--- config.mk ---
export PLATFORM = sky130hd
export DESIGN_NAME = cchyst_top
export DESIGN_NICKNAME = d
export VERILOG_FILES = /design/src/cchyst_pkg.sv /design/src/cchyst_top.sv /design/src/cchyst_sync.sv /design/src/cchyst_filter.sv
export SDC_FILE = /design/constraint.sdc
export NUM_CORES = 1
export LEC_CHECK = 0
export BUFFER_PORTS_ARGS = -buffer_cell sky130_fd_sc_hd__buf_4
export CAP_MARGIN = 20
export CORE_MARGIN = 4
export CORE_UTILIZATION = 47
export CTS_CLUSTER_DIAMETER = 60
export DETAILED_ROUTE_END_ITERATION = 12
export PLACE_DENSITY = 0.83
export SLEW_MARGIN = 20
export SYNTH_ARGS = -nofsm -noshare
export SYNTH_HDL_FRONTEND = slang
export SYNTH_SLANG_ARGS = --single-unit
--- constraint.sdc ---
create_clock -name core_clk -period 1.45 [get_ports core_clk]
set_input_delay 0.145 -clock core_clk [delete_from_list [all_inputs] [get_ports core_clk]]
set_output_delay 0.145 -clock core_clk [all_outputs]
set_load 0.03 [all_outputs]
--- src/cchyst_pkg.sv ---
// package: register map, field layout and timing constants for the comparator control
package cchyst_pkg;
    // register offsets (byte addresses on the wishbone bus)
    localparam logic [7:0] CCH_MAIN_CTRL_OFS  = 8'h7A;
    localparam logic [7:0] CCH_INPUT_SEL_OFS  = 8'h7B;
    localparam logic [7:0] CCH_NODE_SEL_OFS   = 8'h7C;
    localparam logic [7:0] CCH_HYST_MASK_OFS  = 8'h7D;
    localparam logic [7:0] CCH_IRQ_STATUS_OFS = 8'h80;
    localparam logic [7:0] CCH_IRQ_MASK_OFS   = 8'h84;

    // main control fields
    localparam int CCH_MC_SRC_LSB   = 6;
    localparam int CCH_MC_RESULT    = 5;
    localparam int CCH_MC_SHORT     = 4;
    localparam int CCH_MC_INVERT    = 3;
    localparam int CCH_MC_FILTER    = 2;
    localparam int CCH_MC_SPEED     = 1;
    localparam int CCH_MC_ENABLE    = 0;

    // input and ladder select fields
    localparam int CCH_IS_GND_RET   = 7;
    localparam int CCH_IS_SHORT_HI  = 6;
    localparam int CCH_IS_SHORT_LO  = 5;
    localparam int CCH_IS_POS_LSB   = 2;
    localparam int CCH_IS_NEG_LSB   = 0;

    localparam int CCH_NODE_W       = 5;
    localparam int CCH_IRQ_BIT      = 0;

    // reset values
    localparam logic [7:0] CCH_MAIN_CTRL_RST = 8'h00;
    localparam logic [7:0] CCH_INPUT_SEL_RST = 8'h00;
    localparam logic [7:0] CCH_NODE_SEL_RST  = 8'h00;
    localparam logic [7:0] CCH_HYST_MASK_RST = 8'h00;

    // glitch filter timing
    localparam int CCH_CLK_MHZ       = 200;
    localparam int CCH_FILTER_NS     = 2000;
    localparam int CCH_FILTER_CYCLES = (CCH_FILTER_NS * CCH_CLK_MHZ + 999) / 1000;

    // input source codes
    localparam logic [1:0] CCH_IN_LVD   = 2'h0;
    localparam logic [1:0] CCH_IN_PB0   = 2'h1;
    localparam logic [1:0] CCH_IN_PB3   = 2'h2;
    localparam logic [1:0] CCH_IN_INT   = 2'h3;
endpackage

--- src/cchyst_top.sv ---
// comparator control top: wishbone registers, analog steering, hysteresis and interrupt
//
// Functional notes
// RULE1: positive input chosen by input-select bits 3..2: lvd, pb0, pb3, 1v2.
// RULE2: negative input chosen by bits 1..0: lvd, pb0, pb3, ladder node.
// RULE3: input-short bit set closes switch joining both comparator inputs.
// RULE4: 32-position node selector driven by effective 5-bit node select.
// RULE5: ladder top source from main bits 7..6: none, supply, regulator, bias.
// RULE6: input-select bit 7 returns low section to ground or analog ground.
// RULE7: bit 6 shorts 22.5R section, bit 5 shorts 20R section.
// RULE8: masked node-select bits follow comparator output, others keep value.
// RULE9: software sets output inversion whenever hysteresis mask is used.
// RULE10: read-only main bit 5 shows comparator result.
// RULE11: main bit 3 inverts the comparator digital output.
// RULE12: main bit 2 routes output through 2 us glitch filter.
// RULE13: main bit 1 selects low-power or normal-speed mode.
// RULE14: enable bit 0 clear disables comparator and forces result to 0.
// RULE15: rising edge of comparator output sets interrupt flag.
// RULE16: flag sets again only on a fresh rising edge.
// RULE17: four control registers at 7A..7D reset to zero.
// RULE18: raw comparator output is synchronised by two flops first.
// RULE19: writing one clears the flag; a same-cycle set wins.
`timescale 1ns/1ps
`default_nettype none
module cchyst_top #(
    parameter int FILTER_CYCLES = cchyst_pkg::CCH_FILTER_CYCLES
) (
    input  wire logic        core_clk,
    input  wire logic        rst,
    // wishbone classic slave
    input  wire logic        wb_cyc_i,
    input  wire logic        wb_stb_i,
    input  wire logic        wb_we_i,
    input  wire logic [7:0]  wb_adr_i,
    input  wire logic [3:0]  wb_sel_i,
    input  wire logic [31:0] wb_dat_i,
    output logic [31:0]      wb_dat_o,
    output logic             wb_ack_o,
    // analog comparator interface
    input  wire logic        comparator_out_signal,
    output logic             comparator_enable,
    output logic             speed_mode_select,
    output logic             input_short_switch,
    output logic [1:0]       positive_input_select,
    output logic [1:0]       negative_input_select,
    output logic [1:0]       ladder_source_select,
    output logic [2:0]       ladder_low_section_control,
    output logic [31:0]      ladder_node_onehot,
    output logic [4:0]       ladder_node_effective,
    output logic             comparator_result,
    output logic             irq
);
    import cchyst_pkg::*;

    // ------------------------------------------------------------
    // register state
    // ------------------------------------------------------------
    logic [7:0] main_ctrl_r;
    logic [7:0] input_sel_r;
    logic [CCH_NODE_W-1:0] ladder_node_select_r;
    logic [CCH_NODE_W-1:0] hysteresis_mask_r;
    logic       comparator_interrupt_flag_r;
    logic       irq_mask_r;

    logic       req;
    logic       wr_stb;
    logic       cmp_sync;
    logic       cmp_filt;
    logic       cmp_sel;
    logic       result_nxt;
    logic       result_prev_r;
    logic       rise;
    logic [31:0] rd_word;

    // full byte compare: neighbouring control registers share a word and must not alias
    function automatic logic hit(input logic [7:0] adr, input logic [7:0] ofs);
        hit = (adr == ofs);
    endfunction

    assign req    = wb_cyc_i && wb_stb_i && !wb_ack_o;
    assign wr_stb = req && wb_we_i && wb_sel_i[0];

    // ------------------------------------------------------------
    // wishbone slave: one wait state, ack for one cycle
    // ------------------------------------------------------------
    always_ff @(posedge core_clk) begin
        if (rst) begin
            wb_ack_o <= 1'b0;
        end else begin
            wb_ack_o <= req;
        end
    end

    // control registers; bit 5 of main control is status and ignores writes
    always_ff @(posedge core_clk) begin
        if (rst) begin
            main_ctrl_r          <= CCH_MAIN_CTRL_RST; // [RULE17]
            input_sel_r          <= CCH_INPUT_SEL_RST; // [RULE17]
            ladder_node_select_r <= CCH_NODE_SEL_RST[CCH_NODE_W-1:0]; // [RULE17]
            hysteresis_mask_r    <= CCH_HYST_MASK_RST[CCH_NODE_W-1:0]; // [RULE17]
        end else if (wr_stb) begin
            if (hit(wb_adr_i, CCH_MAIN_CTRL_OFS)) begin
                main_ctrl_r <= wb_dat_i[7:0] & ~(8'h01 << CCH_MC_RESULT);
            end
            if (hit(wb_adr_i, CCH_INPUT_SEL_OFS)) begin
                input_sel_r <= wb_dat_i[7:0] & 8'hEF;
            end
            if (hit(wb_adr_i, CCH_NODE_SEL_OFS)) begin
                ladder_node_select_r <= wb_dat_i[CCH_NODE_W-1:0];
            end
            if (hit(wb_adr_i, CCH_HYST_MASK_OFS)) begin
                hysteresis_mask_r <= wb_dat_i[CCH_NODE_W-1:0];
            end
        end
    end

    always_ff @(posedge core_clk) begin
        if (rst) begin
            irq_mask_r <= 1'b0;
        end else if (wr_stb && hit(wb_adr_i, CCH_IRQ_MASK_OFS)) begin
            irq_mask_r <= wb_dat_i[CCH_IRQ_BIT];
        end
    end

    // ------------------------------------------------------------
    // analog steering outputs
    // ------------------------------------------------------------
    assign comparator_enable          = main_ctrl_r[CCH_MC_ENABLE]; // [RULE14]
    assign speed_mode_select          = main_ctrl_r[CCH_MC_SPEED]; // [RULE13]
    assign input_short_switch         = main_ctrl_r[CCH_MC_SHORT]; // [RULE3]
    assign ladder_source_select       = main_ctrl_r[CCH_MC_SRC_LSB +: 2]; // [RULE5]
    assign positive_input_select      = input_sel_r[CCH_IS_POS_LSB +: 2]; // [RULE1]
    assign negative_input_select      = input_sel_r[CCH_IS_NEG_LSB +: 2]; // [RULE2]
    // bit 2 ground return, bit 1 short 22.5R, bit 0 short 20R
    assign ladder_low_section_control = {input_sel_r[CCH_IS_GND_RET], // [RULE6]
                                         input_sel_r[CCH_IS_SHORT_HI], // [RULE7]
                                         input_sel_r[CCH_IS_SHORT_LO]}; // [RULE7]

    // ------------------------------------------------------------
    // comparator output path
    // ------------------------------------------------------------
    cchyst_sync u_sync (
        .core_clk (core_clk),
        .rst      (rst),
        .async_in (comparator_out_signal),
        .sync_out (cmp_sync)
    ); // [RULE18]

    cchyst_filter #(
        .HOLD_CYCLES (FILTER_CYCLES)
    ) u_filter (
        .core_clk (core_clk),
        .rst      (rst),
        .din      (cmp_sync),
        .dout     (cmp_filt)
    );

    // filter always runs so enabling it mid-stream needs no warm-up
    assign cmp_sel    = main_ctrl_r[CCH_MC_FILTER] ? cmp_filt : cmp_sync; // [RULE12]
    assign result_nxt = main_ctrl_r[CCH_MC_ENABLE] &
                        (cmp_sel ^ main_ctrl_r[CCH_MC_INVERT]); // [RULE11] [RULE14]

    always_ff @(posedge core_clk) begin
        if (rst) begin
            comparator_result <= 1'b0;
            result_prev_r     <= 1'b0;
        end else begin
            comparator_result <= result_nxt; // [RULE10]
            result_prev_r     <= comparator_result;
        end
    end

    // ------------------------------------------------------------
    // hysteresis and node decode
    // ------------------------------------------------------------
    // feedback polarity depends on software setting inversion while masking
    always_ff @(posedge core_clk) begin
        if (rst) begin
            ladder_node_effective <= '0;
        end else begin
            ladder_node_effective <= (ladder_node_select_r & ~hysteresis_mask_r) |
                                     ({CCH_NODE_W{comparator_result}} &
                                      hysteresis_mask_r); // [RULE8] [RULE9]
        end
    end

    genvar gi;
    generate
        for (gi = 0; gi < 32; gi++) begin : g_node
            assign ladder_node_onehot[gi] = (ladder_node_effective == 5'(gi)); // [RULE4]
        end
    endgenerate

    // ------------------------------------------------------------
    // interrupt flag
    // ------------------------------------------------------------
    assign rise = comparator_result && !result_prev_r; // [RULE15] [RULE16]

    always_ff @(posedge core_clk) begin
        if (rst) begin
            comparator_interrupt_flag_r <= 1'b0;
        end else if (rise) begin
            comparator_interrupt_flag_r <= 1'b1; // [RULE15] [RULE19]
        end else if (wr_stb && hit(wb_adr_i, CCH_IRQ_STATUS_OFS) &&
                     wb_dat_i[CCH_IRQ_BIT]) begin
            comparator_interrupt_flag_r <= 1'b0; // [RULE19]
        end
    end

    assign irq = comparator_interrupt_flag_r && irq_mask_r;

    // ------------------------------------------------------------
    // read mux
    // ------------------------------------------------------------
    always_comb begin
        rd_word = 32'h0000_0000;
        if (hit(wb_adr_i, CCH_MAIN_CTRL_OFS)) begin
            rd_word[7:0] = main_ctrl_r | ({7'h00, comparator_result} << CCH_MC_RESULT);
        end else if (hit(wb_adr_i, CCH_INPUT_SEL_OFS)) begin
            rd_word[7:0] = input_sel_r;
        end else if (hit(wb_adr_i, CCH_NODE_SEL_OFS)) begin
            rd_word[CCH_NODE_W-1:0] = ladder_node_select_r;
        end else if (hit(wb_adr_i, CCH_HYST_MASK_OFS)) begin
            rd_word[CCH_NODE_W-1:0] = hysteresis_mask_r;
        end else if (hit(wb_adr_i, CCH_IRQ_STATUS_OFS)) begin
            rd_word[CCH_IRQ_BIT] = comparator_interrupt_flag_r;
        end else if (hit(wb_adr_i, CCH_IRQ_MASK_OFS)) begin
            rd_word[CCH_IRQ_BIT] = irq_mask_r;
        end
    end

    always_ff @(posedge core_clk) begin
        if (rst) begin
            wb_dat_o <= 32'h0000_0000;
        end else if (req && !wb_we_i) begin
            wb_dat_o <= rd_word;
        end
    end
endmodule
`default_nettype wire

--- src/cchyst_sync.sv ---
// two-flop synchroniser for the asynchronous comparator output
`timescale 1ns/1ps
`default_nettype none
module cchyst_sync (
    input  wire logic core_clk,
    input  wire logic rst,
    input  wire logic async_in,
    output logic      sync_out
);
    logic meta_r;

    always_ff @(posedge core_clk) begin
        if (rst) begin
            meta_r   <= 1'b0;
            sync_out <= 1'b0;
        end else begin
            meta_r   <= async_in;
            sync_out <= meta_r;
        end
    end
endmodule
`default_nettype wire

--- src/cchyst_filter.sv ---
// glitch filter: output follows input only after it has held steady for hold cycles
`timescale 1ns/1ps
`default_nettype none
module cchyst_filter #(
    parameter int HOLD_CYCLES = cchyst_pkg::CCH_FILTER_CYCLES
) (
    input  wire logic core_clk,
    input  wire logic rst,
    input  wire logic din,
    output logic      dout
);
    import cchyst_pkg::*;

    localparam int CW = $clog2(HOLD_CYCLES + 1);
    localparam logic [CW-1:0] HOLD_LAST = CW'(HOLD_CYCLES - 1);

    logic [CW-1:0] cnt_r;

    // a pulse shorter than the hold time restarts the count and never reaches dout
    always_ff @(posedge core_clk) begin
        if (rst) begin
            cnt_r <= '0;
            dout  <= 1'b0;
        end else if (din == dout) begin
            cnt_r <= '0;
        end else if (cnt_r == HOLD_LAST) begin
            cnt_r <= '0;
            dout  <= din;
        end else begin
            cnt_r <= cnt_r + CW'(1);
        end
    end
endmodule
`default_nettype wire

==> results of run 1 <==
-- flip-flops by register name, summed over array words and instances, names as in the netlist --
register,cells
wb_ack_o,1
input_sel_r,7
ladder_node_select_r,5
main_ctrl_r,7
hysteresis_mask_r,5
comparator_interrupt_flag_r,1
wb_dat_o,8
irq_mask_r,1
u_sync.meta_r,1
result_prev_r,1
u_filter.dout,1
u_filter.cnt_r,9
comparator_result,1
u_sync.sync_out,1
ladder_node_effective,5
-- final timing paths --
check                      startpoint                    end  slack [ns]
min reg2reg             u_sync.meta_r        u_sync.sync_out        0.45
max reg2reg                  wb_ack_o         input_sel_r[2]        0.01
max          ladder_node_effective[3]  ladder_node_onehot[2]       -0.07
min             comparator_out_signal          u_sync.meta_r        0.04
-- layout make-up --
type / instances / area (sq um) / share of cell area (%)
inverter: 2 / 7.51 / 0.189
timing repair buffer: 109 / 890 / 22.4
sequential: 54 / 1100 / 27.7
clock buffer: 5 / 68.8 / 1.73
clock inverter: 3 / 47.5 / 1.20
tap: 75 / 93.8 / 2.37
multi-input combinational: 270 / 1760 / 44.4
-- metrics by stage --
step	setup slack [ns]	instance area [sq um]
CTS	-0.0706	3730
global route	-0.121	3970
detailed placement	0.0375	3510
floorplan	-0.0554	2970
finish	-0.0692	3970
global placement	0.0874	3510
-- layer usage --
metal	part of all wire, %	GRT usage [%]	wire length [microns]	vias to the layer above
met1	39	23.1	3000	1276
li1	-	-	-	1358
met3	7.3	4.42	566	17
met5	0	0	0	-
met2	52	35.7	4030	127
met4	2.2	6.19	172	0
-- kinds of logic after synthesis --
| family | count (synthesis) | synth area share (%) |
|---|---|---|
| compound gates | 66 | 12.6 |
| simple gates | 151 | 28.3 |
| flops | 54 | 37.8 |
| other cells | 1 | 0.131 |
| mux | 19 | 6.83 |
| xor+xnor | 9 | 2.76 |
| fa+ha+maj | 1 | 0.438 |
| buf+inv | 47 | 11.1 |
-- placed cells by master (no fill, tap or decap), drive strengths merged, types with 2 or more instances in the layout --
cell type  synthesis  layout
nand2b             8       8
nor2              53      53
mux2               4       4
and4b              2       2
buf               36     109
or3b               2       2
nand3             39      39
xnor2              6       6
or2                2       2
inv                2       3
or3                3       3
nand2             14      14
xor2               3       3
nand3b             6       6
o21ai             25      25
and3               5       5
clkbuf             9       5
o22ai              3       3
a21oi             33      33
dfxtp             54      54
nor3               5       5
conb               1      24
mux2i             15      15
nor2b              5       5
-- power groups by stage --
stage | registers, mW | logic (mW) | clock network (mW)
global placement | 1.53 | 0.267 | 0
floorplan | 1.53 | 0.221 | 0
finish | 1.48 | 0.284 | 1.04
detailed placement | 1.53 | 0.270 | 0
CTS | 1.49 | 0.272 | 1.05
global route | 1.49 | 0.303 | 1.11
-- repair_timing --
action,4_1_cts,5_1_grt
resized for setup,18,62
cloned,0,0
setup buffers,6,2
endpoints found under the setup margin,28,59
endpoints found under the hold margin,0,0
pin swaps,4,36
==> reports/results.ini, run 1 <==
[drt]
remaining_drc_errors = 0
postRouteAntennaNets = 0
vias = 2778
wirelength_microns = 7770
viasPerCell = 5.36
first_iter_violations = 129
dr.pass1.iters = 4
wl_per_cell_microns = 15.0

[power]
irDropWorstVdd_mv = 0.763
swShare_pct = 25.6
power_mw = 2.81
internal_power_mw = 2.09
combPwrFrac_pct = 10.1
clkPwrFrac_pct = 37.1
leakagePower_nw = 1.58
switchingPower_mw = 0.719
power.density_nw_per_um2 = 709
p_seq_share_pct = 52.8

[global_routing]
grt_start_max_net_pins = 26
grt_remaining_overflow = 0
first_global_vias = 2586
globalRouteTotalUtil_pct = 19.8
grt_pass1_wl_microns = 12000
grt_antenna_before_repair = 0

[setup_path]
cp_max_fo = 6
arrival_ns = 1.37
critical_path_required_ns = 1.31
crit_family = simple AND/OR/NAND/NOR gates
cp_slowest_stage_delay_ns = 0.42
end_kind = output pin
start_kind = register
crit_chain = or3_4 -> nor2_1 -> buf_4
slowest_stage = or3_4
worstRegToRegCells = 6
crit_cells = 3
path_buf_inv = 1
setup.worst_path.class = register to output pin

[synthesis]
yosysMostFrequentCell = dfxtp_1
syn_avg_cell_area_sq_um = 8.21
ys_top_cells_by_count = dfxtp_1, nor2_1, nand3_1, a21oi_1, buf_4
synth_cell_types = 51
synth_cells = 348
synth_seq_area_share_pct = 37.8
synth_edf_count = 0
yosysTopAreaCellShare_pct = 37.8
netlist_area_sq_um = 2860
synth_area_leaders = dfxtp_1, buf_4, nor2_1
synth_top_cell_by_area = dfxtp_1
synth_seq_cells = 54
ys_async_sr_fraction_pct = 0
synthFlopType = dfxtp_1
ys.warnings.count = 0

[placed_design]
io_buffers = 82
dp.cells = 502
dpl.hpwl_microns = 5600
gp_congestion = 0.847

[timing]
fin_tns_setup_ns = -0.955
rsz0062_at_grt = yes
finalClockSkew_ns = 0.0127
setup_viol = 24
fin_crit_ns = 1.52
whs_ns = 0.0383
final_max_slew_viol_count = 0
setup_slack_ns = -0.0692
max_freq_ghz = 0.658
hold_violations = 0
period_share_pct = 105

[finish]
n_fill_cell = 437
final_cells = 518
syn_to_final_growth_pct = 38.8
diodes = 0
final_core_util_pct = 67.0
nets = 493
layout-drive-gt1-share_pct = 42.4

[die]
die-area_sq_um = 7390
initial_core_util_pct = 48.3
core_region_area_sq_um = 5920
die_x_microns = 86.0
rows = 28
io_pins = 134
die_h_microns = 86.0

[worst_hold_path]
hold_class = input port to register
worst_hold_path.num_cells = 2

[outcome]
violations = negative setup slack
outcome = finished, violations left

[clock_network]
cts_tree = yes
htreeDepth = 2
clk_path_buf_depth = 2
cts-root-buf = clkbuf_8
cts.sinks = 54
clock_latency_ns = 0.32
cts_inserted_buffers = 5
cts_hold_buf = 0
path_clk_slew_ns = 0.09

[job]
drv_cap = 0

Note: power is estimated with default switching activity, not from simulation.
==> run 2: changes to the inputs <==
Settings changed: SETUP_SLACK_MARGIN set to 0.15.
==> reports/results.ini, run 2 (synthesis gave the netlist of run 1 again) <==
[global_routing]
grt_pass1_wl_microns = 13100  ; +9.2%
grt_use_met3_pct = 4.23  ; -0.19 points
grtUsageMet2_pct = 39.5  ; +3.7 points
use_met1_pct = 24.8  ; +1.7 points
grt_start_max_net_pins = 33  ; +27%
grt_remaining_overflow = 0  ; unchanged
globalRouteTotalUtil_pct = 21.7  ; +1.9 points
first_global_vias = 2780  ; +7.5%
top_usage_layer = met2
grt_antenna_before_repair = 0  ; unchanged

[setup_path]
r2r-start = wb_ack_o
end_kind = output pin
startpoint = ladder_node_effective[2]
arrival_ns = 1.41  ; +0.04 ns
cp_max_fo = 7  ; +1
critical_path_required_ns = 1.31  ; about the same
start_kind = register
setup.worst_path.class = register to output pin

[timing]
fin_crit_ns = 1.56  ; +0.0361 ns
max_freq_ghz = 0.643  ; -2.3%
relSlewSlack_pct = 52.8
period_share_pct = 107  ; +2.5 points
setup_slack_ns = -0.105  ; -0.0361 ns
finalClockSkew_ns = 0.00885  ; -0.00387 ns
setup_viol = 28  ; +17%
worstMarginPinSlew_ns = 0.706
whs_ns = 0.0479  ; +0.00960 ns
final_max_slew_viol_count = 0  ; unchanged
hold_violations = 0  ; unchanged
rsz0062_at_grt = yes
fin_tns_setup_ns = -1.46  ; -0.508 ns

[finish]
layout-drive-gt1-share_pct = 58.7  ; +16 points
nets = 496  ; +0.61%
postLayoutCellArea_sq_um = 4500  ; +13%
layout_common_cells = buf_4, dfxtp_1, buf_6
diodes = 0  ; unchanged
final_core_util_pct = 76.0  ; +9.0 points
layout_commonest_cell = buf_4
reg.largest.list = u_filter.cnt_r x9, wb_dat_o x8
final_cells = 521  ; +0.58%
syn_to_final_growth_pct = 57.5
regMostFlops = u_filter.cnt_r
largest_reg_flops = 9  ; unchanged

[die]
initial_core_util_pct = 48.3  ; unchanged
core_region_area_sq_um = 5920  ; unchanged
die_x_microns = 86.0  ; unchanged
die-area_sq_um = 7390  ; unchanged
die_h_microns = 86.0  ; unchanged
rows = 28  ; unchanged
io_pins = 134  ; unchanged

[clock_network]
clk_path_buf_depth = 2  ; unchanged
clock_latency_ns = 0.31  ; about the same
htreeDepth = 2  ; unchanged
cts-root-buf = clkbuf_8
cts.sinks = 54  ; unchanged
cts_inserted_buffers = 5  ; unchanged
cts_hold_buf = 0  ; unchanged
path_clk_slew_ns = 0.09  ; about the same
cts_tree = yes

[drt]
viasPerCell = 5.53  ; +3.1%
wirelength_microns = 9070  ; +17%
vias = 2880  ; +3.7%
remaining_drc_errors = 0  ; unchanged
wl_per_cell_microns = 17.4  ; +16%
postRouteAntennaNets = 0  ; unchanged
dr.pass1.iters = 4  ; unchanged
first_iter_violations = 132  ; +2.3%

[worst_hold_path]
hold_start = comparator_out_signal
hold_class = input port to register

[outcome]
violations = negative setup slack
outcome = finished, violations left

[power]
irDropWorstVdd_mv = 0.838  ; +9.8%
swShare_pct = 26.5  ; +0.87 points
p_seq_share_pct = 55.4  ; +2.6 points
leakagePower_nw = 1.60  ; +1.8%
combPwrFrac_pct = 12.4  ; +2.3 points
power_mw = 2.68  ; -4.8%
internal_power_mw = 1.97  ; -5.9%
switchingPower_mw = 0.708  ; -1.5%
clkPwrFrac_pct = 32.2  ; -4.9 points
power.density_nw_per_um2 = 595  ; -16%

[placed_design]
postPlaceCellArea_sq_um = 3680  ; +5.0%
dp.cells = 503  ; +0.20%
io_buffers = 82  ; unchanged
dp_slack_ns = 0.0369  ; -0.000551 ns
gp_congestion = 0.902  ; +6.5%
dpl.hpwl_microns = 5480  ; -2.2%

[job]
drv_cap = 0  ; unchanged

[run 2: changes by cell type in the layout (fill, tap and decap cells not counted), moves of 13 or more]
cell / change
nand3_2: +24
nor2_1: -17
a21oi_1: -14
nor2_4: +17
nand3_1: -29
buf_6: +26
a21oi_2: +13
buf_4: -24
[run 2: final timing paths]
path / to / slack (ns) / depth (start not counted)
worst max-delay path: ladder_node_onehot[6] / -0.11 / 3
worst min-delay path: u_sync.meta_r / 0.05 / 2
worst max register to register: wb_dat_o[2] / -0.05 / 7
worst min register to register: u_sync.sync_out / 0.45 / 1
[run 2: worst max-delay path: stages, from the launching register on]
cell     delay [ns]
dfxtp_4        0.40
or3b_4         0.46
nor2_4         0.11
buf_6          0.13
[run 2: routing by layer]
| metal | wire length [microns] | vias up |
|---|---|---|
| met5 | 0 | - |
| met4 | 323 | 0 |
| met3 | 716 | 27 |
| met2 | 4680 | 143 |
| met1 | 3360 | 1354 |
| li1 | - | 1356 |
[run 2: power by group through the flow]
stage	clock network, mW	registers [mW]	logic, mW
6_report	0.862	1.48	0.331
5_1_grt	0.920	1.48	0.346
4_1_cts	0.871	1.48	0.298
3_5_place_dp	0	1.53	0.275
3_3_place_gp	0	1.53	0.273
2_1_floorplan	0	1.53	0.222
[run 2: layout make-up]
cell class,count,area [sq um]
clock buffers,7,86.3
flip-flops and latches,54,1100
multi-input cells,270,2190
well taps,75,93.8
fillers,359,1420
inverters,2,7.51
repair buffers,112,1020
clock inverters,1,5.00
[run 2: repair_timing]
item,4_1_cts,5_1_grt
pin swaps,83,37
buffers inserted,6,4
resized for setup,92,67
setup endpoints to repair,68,76
==> run 3: changes to the inputs <==
--- a/config.mk
+++ b/config.mk
@@ -13,4 +13,5 @@
 export DETAILED_ROUTE_END_ITERATION = 12
 export PLACE_DENSITY = 0.83
+export REMOVE_ABC_BUFFERS = 1
 export SETUP_SLACK_MARGIN = 0.15
 export SLEW_MARGIN = 20
==> constraint.sdc (replaced) <==
create_clock -name core_clk -period 1.45 [get_ports core_clk]
set_input_delay 0.145 -clock core_clk [delete_from_list [all_inputs] [get_ports core_clk]]
set_output_delay 0.145 -clock core_clk [all_outputs]
set_load 0.005 [all_outputs]
==> reports/results.ini, run 3 (synthesis gave the netlist of run 1 again) <==
[outcome]
outcome = finished, violations left
violations = negative setup slack

[finish]
final_cells = 515  ; -1.2%
layout_commonest_cell = buf_4
syn_to_final_growth_pct = 47.0
regMostFlops = u_filter.cnt_r
diodes = 0  ; unchanged
largest_reg_flops = 9  ; unchanged
final_core_util_pct = 71.0  ; -5.1 points
layout-drive-gt1-share_pct = 53.6  ; -5.1 points
nets = 490  ; -1.2%
postLayoutCellArea_sq_um = 4200  ; -6.7%
n_fill_cell = 413  ; +15%
layout_common_cells = buf_4, dfxtp_1, nor2_1
reg.largest.list = u_filter.cnt_r x9, wb_dat_o x8

[setup_path]
critical_path_required_ns = 1.69  ; +0.38 ns
arrival_ns = 1.73  ; +0.32 ns
cp_max_fo = 6  ; -1
setup.worst_path.class = register to register
end_kind = register
start_kind = register

[drt]
vias = 2960  ; +2.8%
dr.pass1.iters = 4  ; unchanged
viasPerCell = 5.75  ; +4.0%
wl_per_cell_microns = 18.3  ; +5.2%
remaining_drc_errors = 0  ; unchanged
postRouteAntennaNets = 0  ; unchanged
wirelength_microns = 9440  ; +4.0%
first_iter_violations = 253  ; +92%

[clock_network]
cts-root-buf = clkbuf_8
htreeDepth = 2  ; unchanged
cts_inserted_buffers = 5  ; unchanged
path_clk_slew_ns = 0.10  ; about the same
cts.sinks = 54  ; unchanged
cts_hold_buf = 0  ; unchanged
cts_tree = yes
clk_path_buf_depth = 2  ; unchanged
clock_latency_ns = 0.32  ; about the same

[placed_design]
io_buffers = 82  ; unchanged
dpl.hpwl_microns = 5640  ; +2.9%
dp_slack_ns = 0.0342  ; -0.00277 ns
postPlaceCellArea_sq_um = 3480  ; -5.6%
dp.cells = 499  ; -0.80%
gp_congestion = 0.889  ; -1.5%

[timing]
fin_crit_ns = 1.50  ; -0.0582 ns
relSlewSlack_pct = 50.8  ; -2.0 points
rsz0062_at_grt = yes
period_share_pct = 103  ; -4.0 points
setup_viol = 14  ; -50%
final_max_slew_viol_count = 0  ; unchanged
worstMarginPinSlew_ns = 0.735  ; +0.0295 ns
max_freq_ghz = 0.668  ; +3.9%
hold_violations = 0  ; unchanged
finalClockSkew_ns = 0.0121  ; +0.00329 ns
setup_slack_ns = -0.0471  ; +0.0582 ns
whs_ns = 0.0471  ; -0.000761 ns

[die]
die_h_microns = 86.0  ; unchanged
rows = 28  ; unchanged
core_region_area_sq_um = 5920  ; unchanged
die-area_sq_um = 7390  ; unchanged
initial_core_util_pct = 48.3  ; unchanged
die_x_microns = 86.0  ; unchanged
io_pins = 134  ; unchanged

[global_routing]
grt_antenna_before_repair = 0  ; unchanged
globalRouteTotalUtil_pct = 21.8  ; +0.18 points
grt_pass1_wl_microns = 12900  ; -1.3%
grt_remaining_overflow = 0  ; unchanged
grt_start_max_net_pins = 35  ; +6.1%
first_global_vias = 2714  ; -2.4%

[worst_hold_path]
hold_class = input port to register

[power]
p_seq_share_pct = 55.4  ; about the same
power.density_nw_per_um2 = 637  ; +7.2%
irDropWorstVdd_mv = 0.412  ; -51%
switchingPower_mw = 0.661  ; -6.7%
combPwrFrac_pct = 9.5  ; -2.9 points
internal_power_mw = 2.02  ; +2.5%
swShare_pct = 24.7  ; -1.8 points
clkPwrFrac_pct = 35.1  ; +2.9 points
leakagePower_nw = 1.56  ; -2.5%

[job]
drv_cap = 0  ; unchanged

## run 3: cell types whose count changed in the layout (fill, tap and decap cells not counted), sizes merged
cell	previous run	this run
buf	112	105
clkbuf	7	8
## run 3: critical path, cell delays in order (launching register included)
cell	delay (ns)
dfxtp_2	0.33
and4b_2	0.30
buf_6	0.12
and3_4	0.24
buf_12	0.15
nand3_2	0.08
a21oi_2	0.17
## run 3: layout make-up
cell class / count / area (sq um) / area share [%]
multi-input combinational: 270 / 2020 / 48.2
sequential: 54 / 1100 / 26.3
timing repair buffer: 106 / 867 / 20.6
clock buffer: 7 / 96.3 / 2.29
tap: 75 / 93.8 / 2.23
clock inverter: 1 / 8.76 / 0.208
inverter: 2 / 7.51 / 0.179
## run 3: metal layers
| metal | GRT usage, % | share of wire [%] | wire length, microns | vias up |
|---|---|---|---|---|
| met5 | 0 | 0 | 0 | - |
| met3 | 5.28 | 9.1 | 859 | 25 |
| met2 | 38.1 | 51 | 4800 | 163 |
| met1 | 26.0 | 37 | 3520 | 1423 |
| met4 | 7.63 | 2.6 | 250 | 0 |
| li1 | - | - | - | 1349 |
## run 3: worst paths after layout
check        slack, ns  cells after the start                   from                   end
min               0.05                      2  comparator_out_signal         u_sync.meta_r
max              -0.05                      6               wb_ack_o  hysteresis_mask_r[0]
max reg2reg      -0.05                      6               wb_ack_o  hysteresis_mask_r[0]
min reg2reg       0.44                      1      u_filter.cnt_r[0]     u_filter.cnt_r[0]
## run 3: stage by stage
stage | total power, mW | TNS [ns]
5_1_grt | 2.78 | -2.08
4_1_cts | 2.66 | -0.0653
2_1_floorplan | 1.60 | 0
3_5_place_dp | 1.73 | 0
6_report | 2.68 | -0.231
3_3_place_gp | 1.72 | 0
## run 3: power groups by stage
stage,clock (mW),combinational [mW],sequential (mW)
floorplan,0,0.0718,1.53
global placement,0,0.196,1.53
detailed placement,0,0.199,1.53
CTS,0.954,0.219,1.49
global route,1.02,0.272,1.49
finish,0.939,0.255,1.48
## run 3: repair_timing
item                                    CTS  global route
gates cloned                              2             0
gates resized for setup                  64            76
endpoints found under the setup margin   68            76
buffers inserted                          3             3
pin swaps                                66            51
